$ cat src/core/lcc_pkg.sv
package lcc_pkg;
  // command byte patterns
  localparam logic [4:0] PTR_SET_HI   = 5'h04;   // 00100 in d7..d3
  localparam logic [5:0] CTRL_SET_HI  = 6'h10;   // 010000 in d7..d2
  localparam logic [3:0] MODE_SET_HI  = 4'h8;    // 1000 in d7..d4
  localparam logic [2:0] PTR_CURSOR   = 3'h1;
  localparam logic [2:0] PTR_OFFSET   = 3'h2;
  localparam logic [2:0] PTR_ADDR     = 3'h4;
  localparam logic [1:0] CTRL_TXT_HOME = 2'h0;
  localparam logic [1:0] CTRL_TXT_AREA = 2'h1;
  localparam logic [1:0] CTRL_GFX_HOME = 2'h2;
  localparam logic [1:0] CTRL_GFX_AREA = 2'h3;
  localparam logic [2:0] MERGE_OR     = 3'h0;
  localparam logic [2:0] MERGE_EXOR   = 3'h1;
  localparam logic [2:0] MERGE_AND    = 3'h3;
  // field positions
  localparam int CHAR_SRC_BIT = 3;
  localparam int STA_CMD_BIT  = 0;
  localparam int STA_DATA_BIT = 1;
  // timing, in oscillator periods
  localparam int EXEC_OSC_PERIODS  = 32;
  localparam int PTR_OSC_PERIODS   = 1;
  localparam int RESET_OSC_PERIODS = 6;
  // reset values
  localparam logic [15:0] WORD_RESET  = 16'h0000;
  localparam logic [2:0]  MERGE_RESET = 3'h0;
  // bit for each control word and the mode set seen since reset
  localparam logic [4:0]  INIT_ALL    = 5'h1f;

  typedef enum logic {LCC_IDLE, LCC_EXEC} lcc_state_type;

  typedef struct packed {
    logic [15:0] text_home;
    logic [15:0] text_area;
    logic [15:0] gfx_home;
    logic [15:0] gfx_area;
    logic [15:0] cursor_ptr;
    logic [15:0] offset_reg;
    logic [15:0] addr_ptr;
    logic        char_source_select;
    logic [2:0]  merge_mode;
  } lcc_cfg_type;

  typedef struct packed {
    logic ac_drive;
    logic line_latch_clock;
    logic pixel_shift_clock;
    logic frame_start_marker;
  } lcc_disp_type;
endpackage : lcc_pkg

$ cat src/core/lcc_decoder.sv
// Contract
// - display timing outputs run before the drive supply is enabled.
// - accept an active-low logic-level reset from a processor or logic.
// - 010000 00 text home, 01 text area; executes in 32 oscillator periods.
// - 010000 10 graphic home, 11 graphic area; value from preceding parameters.
// - 1000 mode set; d3 char source, d2..d0 OR/EXOR/AND merge; 32 periods.
// - command/data select high addresses command register, low the data register.
// - reset input rests deasserted when nobody drives it.
`timescale 1ns/1ps
`default_nettype none
module lcc_decoder #(
  parameter int OSC_DIV   = 64,   // clk cycles per oscillator period
  parameter int LINE_LEN  = 30,   // shift clocks per line
  parameter int FRAME_LEN = 64    // lines per frame
) (
  clk,
  rst,
  reset_in_low,
  reset_in_oe,
  cd_sel,
  ce_n,
  rd_n,
  wr_n,
  db_in,
  db_out,
  db_oe,
  cfg,
  disp,
  timing_running,
  init_done,
  busy
);
  import lcc_pkg::*;
  input  wire logic          clk;
  input  wire logic          rst;
  input  wire logic          reset_in_low;
  input  wire logic          reset_in_oe;
  input  wire logic          cd_sel;
  input  wire logic          ce_n;
  input  wire logic          rd_n;
  input  wire logic          wr_n;
  input  wire logic [7:0]    db_in;
  output var  logic [7:0]    db_out;
  output var  logic          db_oe;
  output var  lcc_pkg::lcc_cfg_type  cfg;
  output var  lcc_pkg::lcc_disp_type disp;
  output var  logic          timing_running;
  output var  logic          init_done;
  output var  logic          busy;

  localparam int          EXEC_CLKS = EXEC_OSC_PERIODS * OSC_DIV;
  localparam int          PTR_CLKS  = PTR_OSC_PERIODS * OSC_DIV;
  localparam logic [15:0] EXEC_CNT  = 16'(EXEC_CLKS - 1);
  localparam logic [15:0] PTR_CNT   = 16'(PTR_CLKS - 1);

  // undriven reset pin floats high through the pull-up
  wire       res_pin = reset_in_oe ? reset_in_low : 1'b1;

  logic [12:0] sync_q;
  lcc_sync #(.W(13)) u_sync (
    .clk     (clk),
    .rst     (rst),
    .rst_val (13'h1_e00),          // pins idle high: reset, ce, rd, wr
    .din     ({res_pin, ce_n, rd_n, wr_n, cd_sel, db_in}),
    .dout    (sync_q)
  );
  wire       res_s = sync_q[12];
  wire       ce_s  = sync_q[11];
  wire       rd_s  = sync_q[10];
  wire       wr_s  = sync_q[9];
  wire       cd_s  = sync_q[8];
  wire [7:0] dat_s = sync_q[7:0];

  // logic-level reset from the pin clears parameters, timer, configuration and panel timing; the oscillator divider keeps running
  wire dev_rst = !res_s;

  function automatic logic is_ptr(input logic [7:0] b);
    is_ptr = b[7:3] == PTR_SET_HI;
  endfunction : is_ptr
  function automatic logic is_ctrl(input logic [7:0] b);
    is_ctrl = b[7:2] == CTRL_SET_HI;
  endfunction : is_ctrl
  function automatic logic is_mode(input logic [7:0] b);
    is_mode = b[7:4] == MODE_SET_HI;
  endfunction : is_mode

  logic          wr_d_r;
  logic          ce_d_r;
  logic [7:0]    par0_r;
  logic [7:0]    par1_r;
  lcc_state_type state_r;
  logic [15:0]   exec_r;
  logic [4:0]    seen_r;
  logic [15:0]   osc_cnt_r;

  // write is taken on the trailing edge of the strobe while chip enabled
  wire wr_take  = wr_s && !wr_d_r && !ce_d_r;
  wire cmd_take = wr_take && cd_s && state_r == LCC_IDLE;
  wire dat_take = wr_take && !cd_s;
  wire [15:0] par_word = {par1_r, par0_r};
  wire osc_en   = osc_cnt_r == 16'(OSC_DIV - 1);

  wire ptr_hit  = cmd_take && is_ptr(dat_s);
  wire ctrl_hit = cmd_take && is_ctrl(dat_s);
  wire mode_hit = cmd_take && is_mode(dat_s);

  // oscillator enable divider
  always_ff @(posedge clk or posedge rst) begin
    if (rst)
      osc_cnt_r <= 16'h0000;
    else
      osc_cnt_r <= osc_en ? 16'h0000 : osc_cnt_r + 16'h0001;
  end

  // strobe edge history
  always_ff @(posedge clk or posedge rst) begin
    if (rst) begin
      wr_d_r <= 1'b1;
      ce_d_r <= 1'b1;
    end else begin
      wr_d_r <= wr_s;
      ce_d_r <= ce_s;
    end
  end

  // parameter bytes: the newest becomes the high byte, the older the low byte
  always_ff @(posedge clk or posedge rst) begin
    if (rst) begin
      par0_r <= 8'h00;
      par1_r <= 8'h00;
    end else if (dev_rst) begin
      par0_r <= 8'h00;
      par1_r <= 8'h00;
    end else if (dat_take) begin
      par0_r <= par1_r;
      par1_r <= dat_s;
    end
  end

  // execution timer; a command arriving while busy is ignored, host must poll
  always_ff @(posedge clk or posedge rst) begin
    if (rst) begin
      state_r <= LCC_IDLE;
      exec_r  <= 16'h0000;
    end else if (dev_rst) begin
      state_r <= LCC_IDLE;
      exec_r  <= 16'h0000;
    end else begin
      unique case (state_r)
        LCC_IDLE: begin
          if (ptr_hit) begin
            state_r <= LCC_EXEC;
            exec_r  <= PTR_CNT;
          end else if (ctrl_hit || mode_hit) begin
            state_r <= LCC_EXEC;
            exec_r  <= EXEC_CNT;
          end
        end
        LCC_EXEC: begin
          if (exec_r == 16'h0000)
            state_r <= LCC_IDLE;
          else
            exec_r <= exec_r - 16'h0001;
        end
      endcase
    end
  end

  // command side effects on the configuration
  always_ff @(posedge clk or posedge rst) begin
    if (rst) begin
      cfg    <= '0;
      seen_r <= 5'h00;
    end else if (dev_rst) begin
      cfg    <= '0;
      seen_r <= 5'h00;
    end else if (ptr_hit) begin
      unique case (dat_s[2:0])
        PTR_CURSOR: cfg.cursor_ptr <= par_word;
        PTR_OFFSET: cfg.offset_reg <= par_word;
        PTR_ADDR:   cfg.addr_ptr   <= par_word;
        default:    cfg.addr_ptr   <= cfg.addr_ptr;  // undefined codes do nothing
      endcase
    end else if (ctrl_hit) begin
      seen_r[dat_s[1:0]] <= 1'b1;
      unique case (dat_s[1:0])
        CTRL_TXT_HOME: cfg.text_home <= par_word;
        CTRL_TXT_AREA: cfg.text_area <= par_word;
        CTRL_GFX_HOME: cfg.gfx_home  <= par_word;
        CTRL_GFX_AREA: cfg.gfx_area  <= par_word;
      endcase
    end else if (mode_hit) begin
      seen_r[4]                <= 1'b1;
      cfg.char_source_select   <= dat_s[CHAR_SRC_BIT];
      cfg.merge_mode           <= dat_s[2:0];
    end
  end

  // status answers command reads; data reads return zero in this block
  always_ff @(posedge clk or posedge rst) begin
    if (rst) begin
      db_out <= 8'h00;
      db_oe  <= 1'b0;
      busy   <= 1'b0;
      init_done <= 1'b0;
    end else begin
      db_oe  <= !ce_s && !rd_s && !dev_rst;
      db_out <= cd_s ? {6'h00, state_r == LCC_IDLE, state_r == LCC_IDLE} : 8'h00;
      busy   <= state_r == LCC_EXEC;
      init_done <= seen_r == INIT_ALL && !dev_rst;
    end
  end

  // panel timing: free-running from reset release, before any setup command
  logic [7:0] pix_r;
  logic [7:0] line_r;
  always_ff @(posedge clk or posedge rst) begin
    if (rst) begin
      pix_r  <= 8'h00;
      line_r <= 8'h00;
      disp   <= '0;
      timing_running <= 1'b0;
    end else if (dev_rst) begin
      pix_r  <= 8'h00;
      line_r <= 8'h00;
      disp   <= '0;
      timing_running <= 1'b0;
    end else if (osc_en) begin
      timing_running         <= 1'b1;
      disp.pixel_shift_clock <= !disp.pixel_shift_clock;
      if (disp.pixel_shift_clock) begin
        pix_r <= (pix_r == 8'(LINE_LEN - 1)) ? 8'h00 : pix_r + 8'h01;
        disp.line_latch_clock <= pix_r == 8'(LINE_LEN - 1);
        if (pix_r == 8'(LINE_LEN - 1)) begin
          line_r <= (line_r == 8'(FRAME_LEN - 1)) ? 8'h00 : line_r + 8'h01;
          disp.frame_start_marker <= line_r == 8'(FRAME_LEN - 1);
          if (line_r == 8'(FRAME_LEN - 1))
            disp.ac_drive <= !disp.ac_drive; // flips polarity each frame, no dc
        end
      end
    end
  end
endmodule : lcc_decoder
`default_nettype wire

$ cat src/core/lcc_sync.sv
`timescale 1ns/1ps
`default_nettype none
// two-flop synchroniser; only stage two is visible outside
module lcc_sync #(
  parameter int W = 1
) (
  clk,
  rst,
  rst_val,
  din,
  dout
);
  input  wire logic         clk;
  input  wire logic         rst;
  input  wire logic [W-1:0] rst_val;
  input  wire logic [W-1:0] din;
  output var  logic [W-1:0] dout;

  logic [W-1:0] meta_r;
  logic [W-1:0] hold_r;

  // both stages keep the pins xor rst_val, so a cleared stage already reads as the
  // idle level; an all-zero output would fake a strobe edge right after reset
  always_ff @(posedge clk or posedge rst) begin
    if (rst) begin
      meta_r <= '0;
      hold_r <= '0;
    end else begin
      meta_r <= din ^ rst_val;
      hold_r <= meta_r;
    end
  end

  // undo the idle-level encoding of stage two
  assign dout = hold_r ^ rst_val;
endmodule : lcc_sync
`default_nettype wire

$ cat config.mk
export PLATFORM = sky130hd
export DESIGN_NAME = lcc_decoder
export DESIGN_NICKNAME = d
export VERILOG_FILES = /design/src/core/lcc_pkg.sv /design/src/core/lcc_decoder.sv /design/src/core/lcc_sync.sv
export SDC_FILE = /design/constraint.sdc
export NUM_CORES = 1
export LEC_CHECK = 0
export ABC_CLOCK_PERIOD_IN_PS = 10930
export BUFFER_PORTS_ARGS = -buffer_cell sky130_fd_sc_hd__buf_2
export CORE_MARGIN = 1.5
export CORE_UTILIZATION = 61
export CTS_CLUSTER_SIZE = 28
export DETAILED_ROUTE_END_ITERATION = 10
export GPL_ROUTABILITY_DRIVEN = 1
export PLACE_DENSITY = 0.95
export SLEW_MARGIN = 25
export SYNTH_ARGS = -nofsm -noshare
export SYNTH_HDL_FRONTEND = slang
export SYNTH_SLANG_ARGS = --single-unit
export TNS_END_PERCENT = 5
$ cat constraint.sdc
create_clock -name clk -period 10.93 [get_ports clk]
set_input_delay 1.6395 -clock clk [delete_from_list [all_inputs] [get_ports clk]]
set_output_delay 1.6395 -clock clk [all_outputs]
set_load 0.01 [all_outputs]
# Word-level counts from Yosys, hierarchy flattened
# Cells that the tools add are included.
# classes
n_addsub	4
order_cmp	2
eq_ne	33
muxes	56
bitwise_logic	4
reduce_logical	36
# op_table
op	count
$mux W16	12
$mux W64	2
$mux W116	1
$mux W8	13
$mux W48	1
$pmux W16 S2	1
$ne A2 B1 Y1 const B	14
$mux W4	6
$reduce_and A3 Y1	6
$add A16 B1 Y16 const B	1
$add A8 B1 Y8 const B	2
$eq A16 B6 Y1 const B	1
$logic_not A16 Y1	1
$sub A16 B1 Y16 const B	1
$mux W1	14
$reduce_and A2 Y1	7
$logic_and A1 B1 Y1	12
$mux W5	2
$eq A8 B5 Y1 const B	1
$eq A8 B6 Y1 const B	1
$not A4 Y4	2
$logic_not A1 Y1	7
$eq A6 B5 Y1 const B	1
$ne A2 B2 Y1 const B	3
21 further kinds	23
# totals
register_bits	224
in_bits	16
out_inout_bits	132
elab_cells	166

# Longest topological paths before layout
# Gate-level depths: netlist of the first run.
# logic_depth
word_depth	11
mapped_depth	9
mapped_depth_nobuf	7

# Modules after synthesis
# Synthesis of the first run repeated with hierarchy kept, for this count alone.
# hier_totals
hier_cells	855
area_unflattened_um2	9355.2
# by_module_without_submodules
module	n_inst	cells_each	area_each_um2	seq_area_each_um2
lcc_decoder	1	802	8473.1	4932.2
lcc_sync	1	53	882.1	650.6

# Least setup slack after synthesis of the first run
# Ideal clock, no wire load.
# synth_path
path_kind	register -> output
start	reg, netlist name db_out[0]
end	out db_out[1]
arrival_ns	0.539
required_ns	9.291
slack_ns	8.751
stages_incl_launch_ff	2
n_path_buf	1
path_cell_list	dfrtp_1 > buf_4
# synth_rtl
item	line	rtl
end, declared	lcc_decoder.sv:43	output var logic [7:0] db_out;

# Worst setup path after layout of the first run
# layout_path
start	reg state_r
end	reg cfg[61] (netlist bit)
# layout_via
elab_chain_len	5
elab_cells_between_ends	7
classes_between	eq/ne: 2; bitwise: 1; reduce/logical: 4
# layout_rtl
item	line	rtl
start, declared	lcc_decoder.sv:91	lcc_state_type state_r;
start signal, assigned	lcc_decoder.sv:143	state_r <= LCC_IDLE;
start signal, assigned	lcc_decoder.sv:146	state_r <= LCC_IDLE;
start signal, assigned	lcc_decoder.sv:152	state_r <= LCC_EXEC;
$not A1 Y1 *	-	
$logic_and A1 B1 Y1 *	lcc_decoder.sv:98	wire cmd_take = wr_take && cd_s && state_r == LCC_IDLE;
$logic_and A1 B1 Y1 (on tied branches)	lcc_decoder.sv:104, lcc_decoder.sv:103	
$ne A2 B1 Y1 (no source line) / $ne A2 B2 Y1 (equally long branches)	-	
$reduce_and A3 Y1 (no source line) *	-	
end, declared	lcc_decoder.sv:45	output var lcc_pkg::lcc_cfg_type cfg;
# Mark *: on every way between the ends. The rest lies on a longest branch, timed or not.
# A chain may end at the register's enable or synchronous reset.

==> results of run 1 <==
## synth_stat cells (all sizes together), types with 3 or more instances
| cell | count |
|---|---|
| clkbuf | 39 |
| mux2i | 69 |
| a211oi | 3 |
| or3 | 12 |
| a21oi | 99 |
| nor4 | 11 |
| or4b | 4 |
| nand4 | 7 |
| nand3 | 16 |
| a31oi | 5 |
| o31ai | 7 |
| and2 | 4 |
| nand2 | 154 |
| inv | 15 |
| nor3 | 12 |
| or4 | 8 |
| dfrtp | 221 |
| buf | 30 |
| nor2 | 97 |
| o21ai | 14 |
| ha | 5 |
| nor2b | 7 |
| or2 | 3 |
| xnor2 | 9 |
| or3b | 6 |
| xor2 | 7 |
| and3 | 12 |
## layer usage
layer  vias up  routed length, um  track usage
met2       422              10900        0.465
met1      3541               8770        0.374
met3        85               2060       0.0557
met4         0               1050        0.134
li1       3256                  -            -
met5         -                  0            0
## registers in the layout, summed over array words and instances (netlist names), 4 cells and up
name,flops
u_sync.hold_r,13
line_r,8
par1_r,8
cfg,116
pix_r,8
exec_r,16
u_sync.meta_r,13
seen_r,5
par0_r,8
osc_cnt_r,16
disp,4
## worst min path at each step
stage                      from          endpoint  slack (ns)
4_1_cts        u_sync.meta_r[0]  u_sync.hold_r[0]        0.35
3_5_place_dp   u_sync.meta_r[4]  u_sync.hold_r[4]        0.33
3_3_place_gp   u_sync.meta_r[8]  u_sync.hold_r[8]        0.33
2_1_floorplan  u_sync.meta_r[0]  u_sync.hold_r[0]        0.33
6_report       u_sync.meta_r[0]  u_sync.hold_r[0]        0.35
5_1_grt        u_sync.meta_r[6]  u_sync.hold_r[6]        0.36
## per-stage QoR
stage          total power, W  utilization
5_1_grt               0.00173        0.712
3_3_place_gp         0.000955        0.665
2_1_floorplan        0.000935            -
6_report              0.00168        0.712
4_1_cts               0.00169        0.711
3_5_place_dp         0.000958        0.665
## where the power goes
part	internal, W	leakage (nW)	switching [W]
logic	0.0000264	2.14	0.0000566
registers	0.000839	3.03	0.0000233
clock network	0.000430	0.332	0.000304
## cells in the final DEF (no fill, tap or decap), types with 4 or more instances in the layout
cell / synthesis / routed
nand2_1: 152 / 152
o31ai_1: 7 / 7
nor4_1: 6 / 6
inv_1: 15 / 14
nor3_1: 10 / 10
clkbuf_1: 39 / 7
nor2_1: 97 / 96
o21ai_0: 14 / 14
or4_1: 8 / 8
nand3_1: 16 / 16
ha_1: 5 / 5
conb_1: 1 / 6
xor2_1: 7 / 7
nor2b_1: 7 / 7
and3_1: 12 / 12
clkbuf_16: 0 / 23
dfrtp_1: 221 / 220
or3b_2: 4 / 4
and2_1: 4 / 4
a31oi_1: 5 / 5
mux2i_1: 69 / 69
or3_1: 12 / 12
xnor2_1: 9 / 9
or4b_1: 4 / 4
buf_2: 16 / 141
a21oi_1: 98 / 98
nand4_1: 7 / 7
nor4_2: 4 / 4
## cells by family (layout without fill, tap and decap cells)
| kind of cell | after synthesis | in the layout | synth area share |
|---|---|---|---|
| AO/OA/AOI/OAI | 139 | 139 | 0.0824 |
| XOR/XNOR | 16 | 16 | 0.0149 |
| adder cells (fa/ha/maj) | 5 | 5 | 0.00667 |
| buffers and inverters | 84 | 196 | 0.0425 |
| flip-flops | 223 | 223 | 0.595 |
| multiplexers | 69 | 69 | 0.0736 |
| other | 1 | 6 | 0.000400 |
| AND/OR/NAND/NOR | 364 | 364 | 0.185 |
## worst max-delay path, cell delays in order (launching register included)
cell and delay (ns):
dfrtp_1 0.58, or3b_1 0.57, nor4_4 0.42, and3_1 0.93, mux2i_1 0.30, nor2_1 0.07
## final cells by class
cell class	instances	area (um^2)	area share
Timing Repair Buffer	143	728	0.0678
Multi-Input combinational cell	599	3420	0.319
Clock buffer	33	643	0.0599
Inverter	15	68.8	0.00641
Tap cell	188	235	0.0219
Clock inverter	5	57.6	0.00536
Sequential cell	223	5590	0.520
==> results.toml, run 1 <==
[cells_and_area]
instances_no_fill = 1206
fin_nets = 1025
syn2layout_area_growth_pct = 14.5
antenna_cells = 0
final_layout_size_suffix_gt1_frac = 0.194
final_cell_area_mm2 = 0.0107
nFillCells = 1005

[place]
place_congestion = 0.907
dp_hpwl_um = 14100
post-place-ws_ns = 7.36
postPlaceCellArea_mm2 = 0.0100
dp_cells = 1168
portBuffers = 141

[worst_setup_path]
critPathCaptureType = "flip-flop"
worstSetupPathType = "flip-flop to flip-flop"
reg2regPathDepth = 5
critical_path_arrival_ns = 3.38
critPathLaunchType = "flip-flop"
crit_end = "cfg[61]"
worst_ep_required_time_ns = 11.28
r2r_slack_ns = 7.90
worstPathMaxFanout = 17
timing.rr.start = "state_r"
crit_path_start = "state_r"
r2r-end = "cfg[61]"

[timing]
rsz0062_at_grt = "no"
fin_crit_sh = 0.277
finalWorstSetupSlack_ns = 7.90
slew-limit-headroom = 0.296
worst_pin_slew_ns = 1.06
fin_tns_setup_ns = 0
clock_skew_ns = 0.0115
setup_viol = 0
hold_viol = 0
hold_ws_ns = 0.347
slew_viol_final = 0
fmaxAchievable_ghz = 0.330
period_needed_ns = 3.03

[synth]
yosysWarningCount = 0
synth_edf_count = 0
synth_largest_area_cell = "dfrtp_1"
synth.area.top_cells = "dfrtp_1 59%, mux2i_1 7.4%, nand2_1 6.1%"
seq_area_frac_synth = 0.595
yosys.area.top_type_share = 0.589
yosysUniqueCellTypes = 54
syn_avg_cell_area_um2 = 10.4
ys.flop_type = "dfrtp_1"
async_flop_share = 1.00
netlist_instances = 901
netlist_area_mm2 = 0.00939
ys_seq_elements = 223

[run]
max_cap_violations = 0

[clocking]
postCtsResizedCells = 0
cts_sinks = 223
ctsHoldBuffers = 0
cts_tree = "done"
clockBufferDepth = 3
clk_pin_slew_ns = 0.07
h-tree-depth = 1
root_buffer = "clkbuf_16"
clock_latency_ns = 0.50
cts_setup_buffers = 0
numCtsBuffers = 22

[drt]
dr.pass1.iters = 5
drt_iter0_markers = 709
via_per_inst = 6.06
routedWlPerCell_um = 18.8
drc = 0
ant_nets = 0
vias = 7304
drt-total-wl_um = 22700

[global_route]
first_global_vias = 7064
grt_max_degree = 141
gr-total-overflow = 0
grt_usage = 0.285
grt_pass1_wl_um = 36300
antenna_found_initial = 0

[floorplan]
die_w_um = 127
num_rows = 45
pin_count = 148
initial_core_util = 0.622
dieArea_mm2 = 0.0161
fp.coreArea_mm2 = 0.0151
fp.dieH_um = 127

[hold_path]
hold_depth = 0
hold_path.class = "flip-flop to flip-flop"

[pwr]
irDropWorstVdd_mv = 0.123
leakage_nw = 5.50
p_per_area_mw_per_mm2 = 156

[status]
status = "finished, final reports clean"
Note: power is estimated with default switching activity, not from simulation.
==> run 2, diff against run 1 <==
--- a/config.mk
+++ b/config.mk
@@ -5,14 +5,15 @@
 export SDC_FILE = /design/constraint.sdc
 export NUM_CORES = 1
 export LEC_CHECK = 0
-export ABC_CLOCK_PERIOD_IN_PS = 10930
+export ABC_AREA = 1
+export ABC_CLOCK_PERIOD_IN_PS = 3040
 export BUFFER_PORTS_ARGS = -buffer_cell sky130_fd_sc_hd__buf_2
 export CORE_MARGIN = 1.5
-export CORE_UTILIZATION = 61
+export CORE_UTILIZATION = 57
 export CTS_CLUSTER_SIZE = 28
 export DETAILED_ROUTE_END_ITERATION = 10
 export GPL_ROUTABILITY_DRIVEN = 1
-export PLACE_DENSITY = 0.95
+export PLACE_DENSITY = 0.92
 export SLEW_MARGIN = 25
 export SYNTH_ARGS = -nofsm -noshare
 export SYNTH_HDL_FRONTEND = slang
==> constraint.sdc (replaced) <==
create_clock -name clk -period 3.04 [get_ports clk]
set_input_delay 0.456 -clock clk [delete_from_list [all_inputs] [get_ports clk]]
set_output_delay 0.456 -clock clk [all_outputs]
set_load 0.01 [all_outputs]
==> run 2 against run 1 <==
Critical path depth unchanged. Via count increased by 9.0%. Combinational power rose to 8.3 times the previous value. Register-to-register slack worse by 7.3 ns. Core utilization fell by 1.7 points. Critical path type unchanged.
==> results.toml, run 2 <==
[status]
status = "finished, final reports clean"

[place]
place_congestion = 0.989
dp_hpwl_um = 16100
portBuffers = 141

[synth]
synth.most_common_cell = "nand2_1"
yosysUniqueCellTypes = 37
synth_edf_count = 0
seq_area_frac_synth = 0.592
yosys.area.top_type_share = 0.586
ys_seq_elements = 223
synth.area.top_cells = "dfrtp_1 59%, nand2_1 8.8%, nor2_1 4.8%"
ys_top_cells_by_count = "222 x nand2_1, 221 x dfrtp_1, 120 x nor2_1, 103 x inv_1, 88 x o21ai_0"
netlist_area_mm2 = 0.00943
synth_largest_area_cell = "dfrtp_1"
netlist_instances = 1042
async_flop_share = 1.00
syn_avg_cell_area_um2 = 9.05
ys.flop_type = "dfrtp_1"
yosysWarningCount = 0

[cells_and_area]
fin_nets = 1197
regMostFlops = "cfg"
fin_util = 0.695
final_layout_size_suffix_gt1_frac = 0.196
mostFrequentLayoutCells = "222 x nand2_1, 221 x dfrtp_1, 141 x buf_2, 120 x nor2_1, 101 x inv_1"
final_common_cell = "nand2_1"
top_regs = "cfg: 116 flops, exec_r: 16 flops, osc_cnt_r: 16 flops"
syn2layout_area_growth_pct = 17.9
largest_register_ffs = 116
nFillCells = 1114
regArea_mm2 = 0.00558
antenna_cells = 0
multi_input_area_mm2 = 0.00322

[timing]
fin_crit_sh = 0.798
rsz0062_at_grt = "no"
slew_viol_final = 0
period_needed_ns = 2.42
hold_viol = 0
fmaxAchievable_ghz = 0.412
slew-limit-headroom = 0.366
setup_viol = 0
fin_tns_setup_ns = 0
worst_pin_slew_ns = 0.948
clock_skew_ns = 0.0331

[clocking]
cts_sinks = 223
h-tree-depth = 1
clockBufferDepth = 3
clock_latency_ns = 0.53
cts_setup_buffers = 0
postCtsResizedCells = 0
cts_tree = "done"
ctsHoldBuffers = 0
clk_pin_slew_ns = 0.07
numCtsBuffers = 24
root_buffer = "clkbuf_16"

[floorplan]
fp.coreArea_mm2 = 0.0160
num_rows = 46
dieArea_mm2 = 0.0173
initial_core_util = 0.589
pin_count = 148
die_w_um = 132
fp.dieH_um = 132

[pwr]
irDropWorstVdd_mv = 0.480
p_per_area_mw_per_mm2 = 622
leakage_nw = 5.75

[worst_setup_path]
critPathCaptureType = "flip-flop"
worstSetupPathType = "flip-flop to flip-flop"
critPathLaunchType = "flip-flop"
worst_ep_required_time_ns = 3.44
crit_path_start = "u_sync.hold_r[12]"
r2r_slack_ns = 0.62
worstPathMaxFanout = 33
timing.rr.start = "u_sync.hold_r[12]"
critical_path_arrival_ns = 2.83

[drt]
drt_iter0_markers = 878
dr.pass1.iters = 5
drc = 0
routedWlPerCell_um = 17.9
ant_nets = 0
via_per_inst = 5.64
drt-total-wl_um = 25200
vias = 7959

[global_route]
antenna_found_initial = 0
grt_usage = 0.295
grt_max_degree = 60
first_global_vias = 7725
gr-total-overflow = 0
grt_pass1_wl_um = 40800

[run]
max_cap_violations = 0

[hold_path]
hold_path.class = "input pin to asynchronous set/reset pin"
[run 2: cell types whose count changed in the layout (fill, tap and decap cells not counted), moves of 24 or more]
cell,before,now
nand2_1,152,222
a21oi_1,98,24
nand3_1,16,80
nor2_1,96,120
o21ai_1,0,38
mux2i_1,69,0
o21ai_0,14,88
inv_1,14,101
[run 2: kinds of logic after synthesis]
logic type | synth area share
muxes | 0.00358
other | 0.000398
and+or+nand+nor | 0.223
xor gates and xnor gates | 0.0139
DFF | 0.592
AOI/OAI and AO/OA | 0.0913
buffers and inverters | 0.0695
adders and majority gates | 0.00663
[run 2: per-stage QoR]
step,worst slack [ns],hold WS [ns],total power (W),cell area [um^2],cells
finish,0.615,0.0295,0.00692,11100,1410
detailed placement,0.686,0.336,0.00392,10300,1366
global placement,0.870,0.334,0.00389,10300,1366
CTS,0.542,0.0314,0.00693,11100,1410
floorplan,-0.324,0.331,0.00369,9450,1047
global route,0.431,0.0296,0.00715,11100,1410
[run 2: path summary, 6_finish.rpt]
kind	endpoint	cells past startpoint
max	cfg[22]	5
max reg2reg	cfg[22]	5
min in group clk	u_sync.meta_r[5]	1
min reg2reg	u_sync.hold_r[3]	0
min	cfg[15]	2
max in group asynchronous	cfg[81]	3
[run 2: metal layers]
metal | GRT usage | routed length [um] | up-vias
met5 | 0 | 0 | -
met4 | 0.139 | 1450 | 0
met3 | 0.0594 | 2190 | 130
met2 | 0.473 | 11700 | 502
met1 | 0.390 | 9870 | 3730
li1 | - | - | 3597
[run 2: power by group]
part	internal, W	total (W)	leakage (nW)	switching [W]
registers	0.00310	0.00320	2.98	0.000102
clock network	0.00182	0.00302	0.399	0.00120
logic	0.000216	0.000692	2.37	0.000476
[run 2: layout make-up]
| class | count | area share |
|---|---|---|
| repair buffers | 151 | 0.0736 |
| flip-flops and latches | 223 | 0.502 |
| clock buffers | 32 | 0.0603 |
| clock inverters | 12 | 0.0145 |
| multi-input cells | 671 | 0.289 |
| inverters | 105 | 0.0358 |
| well taps | 216 | 0.0243 |
[run 2: critical path: stages (launching register included)]
cell and delay [ns]:
dfrtp_1 0.66, buf_4 0.47, nor2_1 0.11, inv_1 0.12, nand3_2 0.46, o21ai_1 0.47
